===== src/rtl/fpec_pkg.sv =====
// Shared constants and types for the flash program/erase sequencer
package fpec_pkg;
    // ========================================
    // Register bus
    localparam int ADDR_W = 4;
    localparam int DATA_W = 16;
    localparam logic [ADDR_W-1:0] REG_CTRL = 4'h0;
    localparam logic [ADDR_W-1:0] REG_KEY  = 4'h1;
    localparam logic [ADDR_W-1:0] REG_STAT = 4'h2;

    // ========================================
    // Control register fields
    localparam int CTL_WR_BIT    = 15;
    localparam int CTL_EN_BIT    = 14;
    localparam int CTL_ERR_BIT   = 13;
    localparam int CTL_ERASE_BIT = 6;
    localparam int OP_MSB        = 3;
    localparam logic [15:0] CTL_RESET = 16'h0000;

    // ========================================
    // Unlock key
    localparam int KEY_W = 8;
    localparam logic [KEY_W-1:0] KEY_FIRST  = 8'h55;
    localparam logic [KEY_W-1:0] KEY_SECOND = 8'haa;

    // ========================================
    // Flash geometry
    localparam int FA_W      = 24;
    localparam int IDX_W     = 6;
    localparam int ROW_WORDS = 64;
    localparam int ROW_LSB   = 7;
    localparam int PAGE_LSB  = 10;
    localparam logic [IDX_W-1:0] IDX_LAST = 6'h3f;

    // ========================================
    // Operation timing
    localparam int TMR_W     = 24;
    localparam int CLK_MHZ   = 125;
    localparam int T_WORD_US = 40;
    localparam int T_ROW_US  = 2000;
    localparam int T_PAGE_US = 20000;
    localparam int T_BULK_US = 40000;

    typedef enum logic [3:0] {
        OP_ROW  = 4'h1,
        OP_PAGE = 4'h2,
        OP_WORD = 4'h3,
        OP_BULK = 4'hf
    } fpec_op_e;

    typedef enum logic [1:0] {
        ST_IDLE = 2'b00,
        ST_LOAD = 2'b01,
        ST_WAIT = 2'b11,
        ST_DONE = 2'b10
    } fpec_state_e;

    typedef struct packed {
        logic              wr;
        logic              rd;
        logic [ADDR_W-1:0] addr;
        logic [DATA_W-1:0] wdata;
    } fpec_bus_s;

    typedef struct packed {
        logic            wr;
        logic            erase;
        logic            bulk;
        logic [FA_W-1:0] addr;
        logic [FA_W-1:0] data;
    } fpec_arr_s;
endpackage


===== src/rtl/fpec_top.sv =====
// Flash program/erase sequencer: control registers, holding latches, operation FSM
// Function
// - Processor is stalled while a program or erase operation runs
// - Setting bit 15 launches the operation; hardware clears it on completion
// - Start bit can only be set by software; reads one while active
// - Bit 14 write enable must be one or operations are inhibited
// - Bit 13 error flag sets on improper attempt or termination
// - Bit 6 selects erase (one) or program (zero) for the next start
// - Code 1111 with erase bulk-erases the whole array, else nothing
// - Code 0011 without erase programs one word, else nothing
// - Code 0010 with erase erases one page, else nothing
// - Code 0001 without erase programs one row from the latches, else nothing
// - Bulk erase only allowed in external serial programming mode
// - Undefined operation codes never start a flash operation
// - Control bits reset only on power-on reset
// - Bits 12 to 7 and 5 to 4 read as zero
// - Erasing the last page clears configuration words, enabling code protection
// - Table writes go to holding latches, moved to the array on programming
// - Rows are 64 words; page erase clears eight aligned rows
`timescale 1ns/1ns
module fpec_top
    import fpec_pkg::*;
#(
    parameter logic [TMR_W-1:0] WORD_CYCLES = TMR_W'(T_WORD_US * CLK_MHZ),
    parameter logic [TMR_W-1:0] ROW_CYCLES  = TMR_W'(T_ROW_US * CLK_MHZ),
    parameter logic [TMR_W-1:0] PAGE_CYCLES = TMR_W'(T_PAGE_US * CLK_MHZ),
    parameter logic [TMR_W-1:0] BULK_CYCLES = TMR_W'(T_BULK_US * CLK_MHZ),
    parameter logic [FA_W-PAGE_LSB-1:0] LAST_PAGE = 14'h3fff
)(
    // Clock and resets
    input  wire logic              ref_clk,
    input  wire logic              rst,
    input  wire logic              warm_rst,
    // Register port
    input  wire fpec_bus_s         bus,
    output logic [DATA_W-1:0]      rdata,
    // Table store port
    input  wire logic              tbl_wr,
    input  wire logic [FA_W-1:0]   tbl_addr,
    input  wire logic [FA_W-1:0]   tbl_data,
    // Mode pin
    input  wire logic              serial_prog_mode,
    // Core and array side
    output logic                   cpu_stall,
    output fpec_arr_s              arr,
    output logic                   code_protect
);
    // ========================================
    // Control register state
    logic             busy;
    logic             prog_en;
    logic             err;
    logic             erase_sel;
    logic [OP_MSB:0]  op_code;
    logic [2:0]       mode_ff;
    logic             mode_q;
    logic             armed;
    logic             tmr_busy;
    fpec_state_e      state;
    fpec_state_e      next_state;
    logic [IDX_W-1:0] idx;
    logic [FA_W-1:0]  tgt;
    fpec_arr_s        next_arr;
    logic [FA_W-1:0]  latch_mem [0:ROW_WORDS-1];

    // ========================================
    // Address decode
    wire ctl_sel  = (bus.addr == REG_CTRL);
    wire key_sel  = (bus.addr == REG_KEY);
    wire stat_sel = (bus.addr == REG_STAT);
    wire ctl_wr   = bus.wr && ctl_sel;

    // ========================================
    // Start qualification
    wire [OP_MSB:0] new_op    = bus.wdata[OP_MSB:0];
    wire            new_erase = bus.wdata[CTL_ERASE_BIT];
    wire            start_req = ctl_wr && bus.wdata[CTL_WR_BIT] && !busy;
    wire            op_bulk   = new_erase && (new_op == OP_BULK);
    wire            op_word   = !new_erase && (new_op == OP_WORD);
    wire            op_page   = new_erase && (new_op == OP_PAGE);
    wire            op_row    = !new_erase && (new_op == OP_ROW);
    wire            op_ok     = op_row || op_word || op_page || (op_bulk && mode_q);
    // Start beside a warm reset is refused, else busy would hang with the FSM idle
    wire            auth      = armed && bus.wdata[CTL_EN_BIT] && !warm_rst;
    wire            launch    = start_req && auth && op_ok;
    wire            seq_err   = start_req && (!auth || (op_bulk && !mode_q));
    wire            abort     = warm_rst && busy;
    wire            last_page = (tgt[FA_W-1:PAGE_LSB] == LAST_PAGE);
    wire            wipe_cfg  = (op_page && last_page) || op_bulk;

    wire [TMR_W-1:0] tmr_load = op_bulk ? BULK_CYCLES :
                                op_page ? PAGE_CYCLES :
                                op_word ? WORD_CYCLES : ROW_CYCLES;

    wire [DATA_W-1:0] ctl_word  = {busy, prog_en, err, 6'h00, erase_sel, 2'h0, op_code};
    wire [DATA_W-1:0] stat_word = {12'h000, armed, mode_q, code_protect, busy};
    wire [DATA_W-1:0] rd_mux    = ctl_sel  ? ctl_word  :
                                  stat_sel ? stat_word : '0;

    // ========================================
    // Submodules
    fpec_key_detect u_key (
        .ref_clk (ref_clk),
        .rst     (rst),
        .clr     (warm_rst),
        .bus_wr  (bus.wr),
        .key_sel (key_sel),
        .wdata   (bus.wdata[KEY_W-1:0]),
        .armed   (armed)
    );

    fpec_op_timer u_tmr (
        .ref_clk (ref_clk),
        .rst     (rst),
        .start   (launch),
        .abort   (abort),
        .load    (tmr_load),
        .busy    (tmr_busy)
    );

    // ========================================
    // Mode pin synchroniser
    always_ff @(posedge ref_clk) begin
        if (rst) begin
            mode_ff <= '0;
            mode_q  <= 1'b0;
        end else begin
            mode_ff <= {mode_ff[1:0], serial_prog_mode};
            if (mode_ff[1] == mode_ff[2])
                mode_q <= mode_ff[2];
        end
    end

    // ========================================
    // Control register, only power-on reset clears it
    always_ff @(posedge ref_clk) begin
        if (rst) begin
            {busy, prog_en, err, erase_sel, op_code} <= '0;
        end else begin
            if (launch)
                busy <= 1'b1;
            else if (abort || (state == ST_WAIT && !tmr_busy))
                busy <= 1'b0;
            if (ctl_wr && !busy) begin
                prog_en   <= bus.wdata[CTL_EN_BIT];
                erase_sel <= new_erase;
                op_code   <= new_op;
            end
            if (seq_err || abort)
                err <= 1'b1;
            else if (launch)
                err <= 1'b0;
            else if (ctl_wr && !busy)
                err <= bus.wdata[CTL_ERR_BIT];
        end
    end

    // Config words wiped on last-page or bulk erase
    always_ff @(posedge ref_clk) begin
        if (rst)
            code_protect <= 1'b0;
        else if (launch && wipe_cfg)
            code_protect <= 1'b1;
    end

    // ========================================
    // Holding latches and target address
    always_ff @(posedge ref_clk) begin
        if (tbl_wr && !busy) begin
            latch_mem[tbl_addr[IDX_W:1]] <= tbl_data;
            tgt                          <= tbl_addr;
        end
    end

    // ========================================
    // Sequencing FSM
    always_comb begin
        next_state = state;
        next_arr   = '0;
        case (state)
            ST_IDLE: begin
                if (launch)
                    next_state = ST_LOAD;
            end
            ST_LOAD: begin
                if (erase_sel) begin
                    next_arr.erase = 1'b1;
                    next_arr.bulk  = (op_code == OP_BULK);
                    next_arr.addr  = next_arr.bulk ? '0 : {tgt[FA_W-1:PAGE_LSB], {PAGE_LSB{1'b0}}};
                    next_state     = ST_WAIT;
                end else if (op_code == OP_WORD) begin
                    next_arr.wr   = 1'b1;
                    next_arr.addr = tgt;
                    next_arr.data = latch_mem[tgt[IDX_W:1]];
                    next_state    = ST_WAIT;
                end else begin
                    next_arr.wr   = 1'b1;
                    next_arr.addr = {tgt[FA_W-1:ROW_LSB], idx, 1'b0};
                    next_arr.data = latch_mem[idx];
                    if (idx == IDX_LAST)
                        next_state = ST_WAIT;
                end
            end
            ST_WAIT: begin
                if (!tmr_busy)
                    next_state = ST_DONE;
            end
            ST_DONE: begin
                // Start may land in the very cycle after completion
                if (launch)
                    next_state = ST_LOAD;
                else
                    next_state = ST_IDLE;
            end
            default: begin
                next_state = ST_IDLE;
            end
        endcase
        if (warm_rst)
            next_state = ST_IDLE;
    end

    always_ff @(posedge ref_clk) begin
        if (rst || warm_rst) begin
            state <= ST_IDLE;
            idx   <= '0;
            arr   <= '0;
        end else begin
            state <= next_state;
            arr   <= next_arr;
            idx   <= (state == ST_LOAD) ? idx + 1'b1 : '0;
        end
    end

    // ========================================
    // Outputs
    always_ff @(posedge ref_clk) begin
        if (rst) begin
            rdata     <= '0;
            cpu_stall <= 1'b0;
        end else begin
            rdata     <= bus.rd ? rd_mux : '0;
            cpu_stall <= launch || (busy && !abort && !(state == ST_WAIT && !tmr_busy));
        end
    end

    // ========================================
    // Assertions
    wire row_go = launch && op_row;

    property p_stall;
        @(posedge ref_clk) disable iff (rst) launch |=> cpu_stall && busy;
    endproperty
    a_stall: assert property (p_stall) else $error("stall missing after launch");

    property p_autoclear;
        @(posedge ref_clk) disable iff (rst) (state == ST_WAIT && !tmr_busy && !abort) |=> !busy && !cpu_stall;
    endproperty
    a_autoclear: assert property (p_autoclear) else $error("start bit not cleared");

    property p_settable;
        @(posedge ref_clk) disable iff (rst) (busy && ctl_wr && !abort && tmr_busy) |=> busy;
    endproperty
    a_settable: assert property (p_settable) else $error("software cleared start bit");

    property p_enable;
        @(posedge ref_clk) disable iff (rst) (start_req && !bus.wdata[CTL_EN_BIT]) |=> !busy && err;
    endproperty
    a_enable: assert property (p_enable) else $error("start without enable");

    property p_unlock;
        @(posedge ref_clk) disable iff (rst) (start_req && !armed) |=> err && !busy;
    endproperty
    a_unlock: assert property (p_unlock) else $error("start without unlock");

    property p_row;
        @(posedge ref_clk) disable iff (rst || warm_rst) row_go |=> ##1 arr.wr[*8];
    endproperty
    a_row: assert property (p_row) else $error("row stream broken");

    property p_bulk_mode;
        @(posedge ref_clk) disable iff (rst) (start_req && op_bulk && !mode_q) |=> !busy ##1 !arr.erase;
    endproperty
    a_bulk_mode: assert property (p_bulk_mode) else $error("bulk erase outside mode");

    property p_unimpl;
        @(posedge ref_clk) disable iff (rst) (start_req && !op_ok) |=> !busy;
    endproperty
    a_unimpl: assert property (p_unimpl) else $error("undefined code started");

    property p_reserved;
        @(posedge ref_clk) disable iff (rst) $past(bus.rd && ctl_sel) |-> (rdata[12:7] == '0 && rdata[5:4] == '0);
    endproperty
    a_reserved: assert property (p_reserved) else $error("reserved bits nonzero");

    property p_latch;
        @(posedge ref_clk) disable iff (rst) !busy |=> !arr.wr;
    endproperty
    a_latch: assert property (p_latch) else $error("array written while idle");

    property p_protect;
        @(posedge ref_clk) disable iff (rst) (launch && op_page && last_page) |=> code_protect;
    endproperty
    a_protect: assert property (p_protect) else $error("code protect not set");

    c_row:   cover property (@(posedge ref_clk) disable iff (rst) row_go);
    c_page:  cover property (@(posedge ref_clk) disable iff (rst) launch && op_page);
    c_err:   cover property (@(posedge ref_clk) disable iff (rst) seq_err);
    c_abort: cover property (@(posedge ref_clk) disable iff (rst) abort);
endmodule // fpec_top


===== src/rtl/fpec_key_detect.sv =====
// Unlock key sequence detector
`timescale 1ns/1ns
module fpec_key_detect
    import fpec_pkg::*;
(
    // Clock and reset
    input  wire logic             ref_clk,
    input  wire logic             rst,
    input  wire logic             clr,
    // Bus write view
    input  wire logic             bus_wr,
    input  wire logic             key_sel,
    input  wire logic [KEY_W-1:0] wdata,
    // Arming state
    output logic                  armed
);
    logic got_first;
    wire  is_first  = bus_wr && key_sel && (wdata == KEY_FIRST);
    wire  is_second = bus_wr && key_sel && (wdata == KEY_SECOND) && got_first;

    // Any other write breaks or consumes the sequence
    always_ff @(posedge ref_clk) begin
        if (rst || clr) begin
            got_first <= 1'b0;
            armed     <= 1'b0;
        end else if (bus_wr) begin
            got_first <= is_first;
            armed     <= is_second;
        end
    end
endmodule // fpec_key_detect


===== src/rtl/fpec_op_timer.sv =====
// Self-timed operation duration counter
`timescale 1ns/1ns
module fpec_op_timer
    import fpec_pkg::*;
(
    // Clock and reset
    input  wire logic             ref_clk,
    input  wire logic             rst,
    // Control
    input  wire logic             start,
    input  wire logic             abort,
    input  wire logic [TMR_W-1:0] load,
    // Status
    output logic                  busy
);
    logic [TMR_W-1:0] cnt;
    localparam logic [TMR_W-1:0] ONE = 24'h000001;

    always_ff @(posedge ref_clk) begin
        if (rst || abort) begin
            cnt  <= '0;
            busy <= 1'b0;
        end else if (start) begin
            cnt  <= load;
            busy <= 1'b1;
        end else if (busy) begin
            cnt  <= cnt - ONE;
            busy <= (cnt != ONE);
        end
    end
endmodule // fpec_op_timer


===== config.mk =====
export PLATFORM = sky130hd
export DESIGN_NAME = fpec_top
export DESIGN_NICKNAME = d
export VERILOG_FILES = /design/src/rtl/fpec_pkg.sv /design/src/rtl/fpec_top.sv /design/src/rtl/fpec_key_detect.sv /design/src/rtl/fpec_op_timer.sv
export SDC_FILE = /design/constraint.sdc
export NUM_CORES = 2
export LEC_CHECK = 0
export ABC_AREA = 1
export BUFFER_PORTS_ARGS = -buffer_cell sky130_fd_sc_hd__buf_2
export CORE_UTILIZATION = 35
export DETAILED_ROUTE_END_ITERATION = 16
export GPL_ROUTABILITY_DRIVEN = 0
export PLACE_DENSITY_LB_ADDON = 0.15
export SLEW_MARGIN = 20
export SYNTH_ARGS = -nofsm -noshare
export SYNTH_HDL_FRONTEND = slang
export SYNTH_SLANG_ARGS = --single-unit

===== constraint.sdc =====
create_clock -name ref_clk -period 3 [get_ports ref_clk]
set_input_delay 0.15 -clock ref_clk [delete_from_list [all_inputs] [get_ports ref_clk]]
set_output_delay 0.15 -clock ref_clk [all_outputs]
set_load 0.05 [all_outputs]

Yosys cells after proc, flatten, opt, wreduce, memory -nomap -nowiden
Memories as Yosys holds them, arrays and structs flattened. A register that Yosys moved wholly into a read port is not among the register bits.
Cells that the tools add are included.
- flip-flop bits (word level): 140
- RAM bits: 1536
- input bits: 75
- output and inout port bits: 69
- word-level logic and storage cells: 135
- memories: 1
- memory list (name ; words ; width ; rd ports ; clocked after memory_dff ; wr ports ; line ; RTL):
    latch_mem ; 64 ; 24 ; 2 ; 2 ; 1 ; fpec_top.sv:64 ; logic [FA_W-1:0] latch_mem [0:ROW_WORDS-1];
- bitwise operators: 3
- reductions and logical operators: 56
- muxes and demuxes: 30
- equality and inequality tests: 20
- add/subtract/negate cells: 2
- operators by type and width (cell ; count):
    $mux 24 ; 4
    $mux 31 ; 1
    $logic_and 1x1->1 ; 26
    $ne 24x1->1 const B ; 1
    $sub 24x1->24 const B ; 1
    $mux 23 ; 1
    $mux 22 ; 1
    $mux 18 ; 1
    $eq 4x2->1 const B ; 4
    $mux 16 ; 1
    $eq 14x14->1 const B ; 1
    $mux 2 ; 6
    $mux 6 ; 2
    $mux 1 ; 11
    $logic_or 1x1->1 ; 10
    $reduce_or 3->1 ; 3
    $eq 4x1->1 const B ; 2
    $eq 4x4->1 const B ; 2
    $eq 8x7->1 const B ; 1
    $eq 8x8->1 const B ; 1
    $logic_not 1->1 ; 8
    $pmux 2 s4 ; 1
    $add 6x1->6 const B ; 1
    $eq 6x6->1 const B ; 1
    other kinds (13) ; 20

Longest topological paths before layout
- word-level depth: 8
- depth in mapped cells: 18
- mapped depth without buffers: 14

Modules after synthesis
A second synthesis with hierarchy kept.
- cell total of the unflattened synthesis: 9174
- area total of the unflattened synthesis: 82661.8 um2
- modules (own cells, without submodules) (module ; times used ; cells an instance ; area each (um2)):
    fpec_top ; 1 ; 8884 ; 80781.2
    fpec_op_timer ; 1 ; 261 ; 1731.7
    fpec_key_detect ; 1 ; 29 ; 148.9

Worst setup path before layout
No wires, ideal clock.
- path type: register to register
- start point: register busy
- end point: memory latch_mem[48][0], enable pin
- period minus slack after synthesis: 2.771 ns
- arrival: 2.367 ns
- buffers on the path: 0
- path slack: 0.229 ns
- stages on the path, launching flop included: 6
- required time: 2.595 ns
- cells stage by stage: dfxtp_1 inv_1 nand2_1 clkinv_1 nand4_1 nor2_1
- cells in the longest elaborated chain, start to end: 4
- RTL lines (item ; line ; RTL):
    from (decl) ; fpec_top.sv:50 ; logic busy;
    from (signal assigned) ; fpec_top.sv:138 ; {busy, prog_en, err, erase_sel, op_code} <= '0;
    from (signal assigned) ; fpec_top.sv:141 ; busy <= 1'b1;
    from (signal assigned) ; fpec_top.sv:143 ; busy <= 1'b0;
    $logic_not 1->1 ; fpec_top.sv:169 ; if (tbl_wr && !busy) begin
    $logic_and 1x1->1 ; fpec_top.sv:169 ;
    $mux 1 ; fpec_top.sv:169 ;
    $mux 1 (implied by the code) ; fpec_top.sv:170 ; latch_mem[tbl_addr[IDX_W:1]] <= tbl_data;
    to (decl) ; fpec_top.sv:64 ;
No other way between the ends.

==> impl_results.md <==
* Outcome: finished clean
* Rel. slew slack at 27.6%
* Core area at 233,000 um2
* Worst clock skew at 0.0349 ns
* Mapped Area at 82,500 um2
* Die area at 238,000 um2
* Post-route ant nets at 0
* Top cells by instance count after synthesis: nand2_1 (2,245), edfxtp_1 (1,560), nand3_1 (1,322)
* Post-route clock period utilization at 98.5%
* Fillers at 22,751
* Width of the die at 487 um
* Setup TNS Final at 0 ns
* Critical path's slowest cell: inv_8
* CP arrival at 3.71 ns
* H-tree depth at 4
* Post-Synthesis Cells at 9,127
* Worst Tran Pin Value at 1.09 ns
* P per Cell Area at 539 nW/um2
* Initial Utilization at 35.3%
* Clock sinks at 1,674
* DR vias at 70,809
* Clk slew on worst S/H paths at 0.06 ns
* Flops & latches, synth at 1,674
* Share of the synthesized area in the top cell type at 56.8%
* Maximum clock rate at 338 MHz
* Unique cell type count in the Yosys netlist at 44
* Largest net degree at the start of global routing at 154
* Total power at 51.7 mW
* Minimum clock period at 2.95 ns
* Clock Latency Late Sink at 0.87 ns
* Endpoints failing setup at 0
* Ys Warns at 0
* Detailed placement HPWL at 188,000 um
* Met2 wire len at 149,000 um
* P_leak at 35.7 nW
* Startpoint types: flop
* Crit path top cell by count: nor2_1
* Die Y at 487 um
* Register area share after synthesis at 59.6%
* Clock Tree Root: clkbuf_16
* Placed cells at 12,134
* Share of post-route cells with drive strength above 1 at 9.58%
* CP Max Fanout at 57
* Final std cells w/o fill at 12,568
* Placed Area at 89,400 um2
* Req. time, crit path at 3.75 ns
* Total of max-cap violations at 0
* Io pins at 144
* Syn avg cell area at 9.04 um2
* Area grow syn2layout at 16.4%
* # DRC at 0
* Drt wl/cell at 25.9 um
* Total track usage at 26.8%
* Initial DRC count at 7,669
* Pre-antenna DRT Iters at 6
* CTS tree: done
* Slowest stage delay, CP at 0.53 ns
* WL final at 326,000 um
* First-pass GRT wire length at 465,000 um
* CP Cell Sequence: inv_8, buf_12, nand2_1, nand3_1, nand3_1, a21oi_1, o21ai_0, nor2_1, buf_4, nor2_1, nor2_1
* Peak VDD IR at 0.000490 V
* Number of global-route vias before repair at 67,019
* Highest Signal Layer: met5
* CTS Buf Count at 184
* Layout Nets at 9,369
* Max-slew violation count at 0
* Type of the most critical hold path: in -> reg
* Dpl ws at 0.0874 ns
* Post-synth EDFFs at 1,560
* Largest delay share family, worst path: buffers and inverters
* Synth top area cells: edfxtp_1 (57%), nand2_1 (10%), nand3_1 (8.0%)
* M1 WL at 133,000 um
* CP Capture Type: flop
* Largest area contributor in the netlist: edfxtp_1
* Vias per std cell at 5.63
* Synth async-reset ratio at 0%
* Design Area, Final at 96,000 um2
* CP bufs+invs at 3
* Most numerous cell in the Yosys netlist: nand2_1
* FP Rows at 177
* Wire length on met3 at 26,700 um
* Dominant synthesized flop cell: edfxtp_1
* Crit path setup slack, layout at 0.0454 ns
* Max clock buf depth at 3
* Initial antenna violation count at 5
* Layout Utilization at 41.1%
* GRT Residual Overflow at 0
* Final Hold Fails at 0
* PortBufs at 130
* Worst hold margin at 0.0330 ns
* Setup CP Type: reg -> reg
layout by cell type (no fill, tap or decap), types with 96 or more instances in the layout:
cell              n
nand2_1        2245
edfxtp_1       1560
nand3_1        1322
nor2_1         1178
o21ai_0         843
inv_1           302
a21oi_1         297
buf_4           269
o211ai_1        205
clkbuf_16       188
buf_12          153
buf_2           128
o21ai_1         124
dfxtp_1         105
dlygate4sd3_1    96
worst reg2reg max path, cell delays in order, from the launching register on:
cell and delay [ns]:
dfxtp_4 0.42, inv_8 0.54, buf_12 0.33, nand2_1 0.12
nand3_1 0.08, nand3_1 0.09, a21oi_1 0.38, o21ai_0 0.17
nor2_1 0.22, buf_4 0.19, nor2_1 0.05, nor2_1 0.27
final cells by class:
type	count	area, um2	share of cell area [%]
Sequential cell	1674	49200	51.2
Multi-Input combinational cell	6452	29300	30.5
Clock buffer	244	5040	5.25
Inverter	332	1320	1.37
Antenna cell	1	2.50	0.00261
Timing Repair inverter	1	11.3	0.0117
Tap cell	3132	3920	4.08
Clock inverter	86	584	0.609
Timing Repair Buffer	646	6680	6.96
kinds of logic (layout without fill, tap and decap cells):
group / count (synthesis) / count (layout) / share of synthesized area (%)
AOI/OAI and AO/OA: 1561 / 1561 / 10.3
xor gates and xnor gates: 15 / 15 / 0.159
adders and majority gates: 3 / 3 / 0.0455
buffers and inverters: 1008 / 1309 / 5.56
DFF: 1674 / 1674 / 59.6
muxes: 10 / 10 / 0.121
other: 1 / 9 / 0.00455
and+or+nand+nor: 4855 / 4855 / 24.2
layer usage:
layer / GRT usage (%) / vias up
met2: 42.7 / 3482
met1: 35.7 / 34715
li1: - / 31827
met3: 4.12 / 781
met4: 13.0 / 4
met5: 0 / -
power by group:
part           total (mW)  switching, mW  leakage (nW)  internal [mW]
clock network        21.7           9.70          2.77           12.0
registers            25.7         0.0864          15.0           25.6
logic                4.34           3.13          17.9           1.21
total                51.7           12.9          35.7           38.8
what timing repair did:
action / 4_1_cts / 5_1_grt
buffers inserted: 0 / 6
setup endpoints to repair: 0 / 2
hold endpoints to repair: 713 / 50
resized for setup: 0 / 1
hold buffers: 95 / 1
worst paths after layout:
kind	slack (ns)	to	from	cells after the start
hold reg to reg	0.41	mode_ff[1]$_SDFF_PP0_	mode_ff[0]$_SDFF_PP0_	2
setup / recovery	0.05	arr[3]$_SDFF_PP0_	flop	11
setup reg to reg	0.05	arr[3]$_SDFF_PP0_	flop	11
hold / removal	0.03	latch_mem[58][19]$_DFFE_PP_	tbl_data[19]	1
sequential cells by signal, summed over array words and instances (netlist names), named ones only:
signal and count:
latch_mem 1536, arr 51, tgt 24, u_tmr.cnt 24, rdata 8, idx 6, op_code 4, mode_ff 3
state 2, busy 1, code_protect 1, cpu_stall 1, erase_sel 1, err 1, mode_q 1, prog_en 1
u_key.armed 1, u_key.got_first 1, u_tmr.busy 1
No activity file was read; power rests on OpenSTA's default activity.
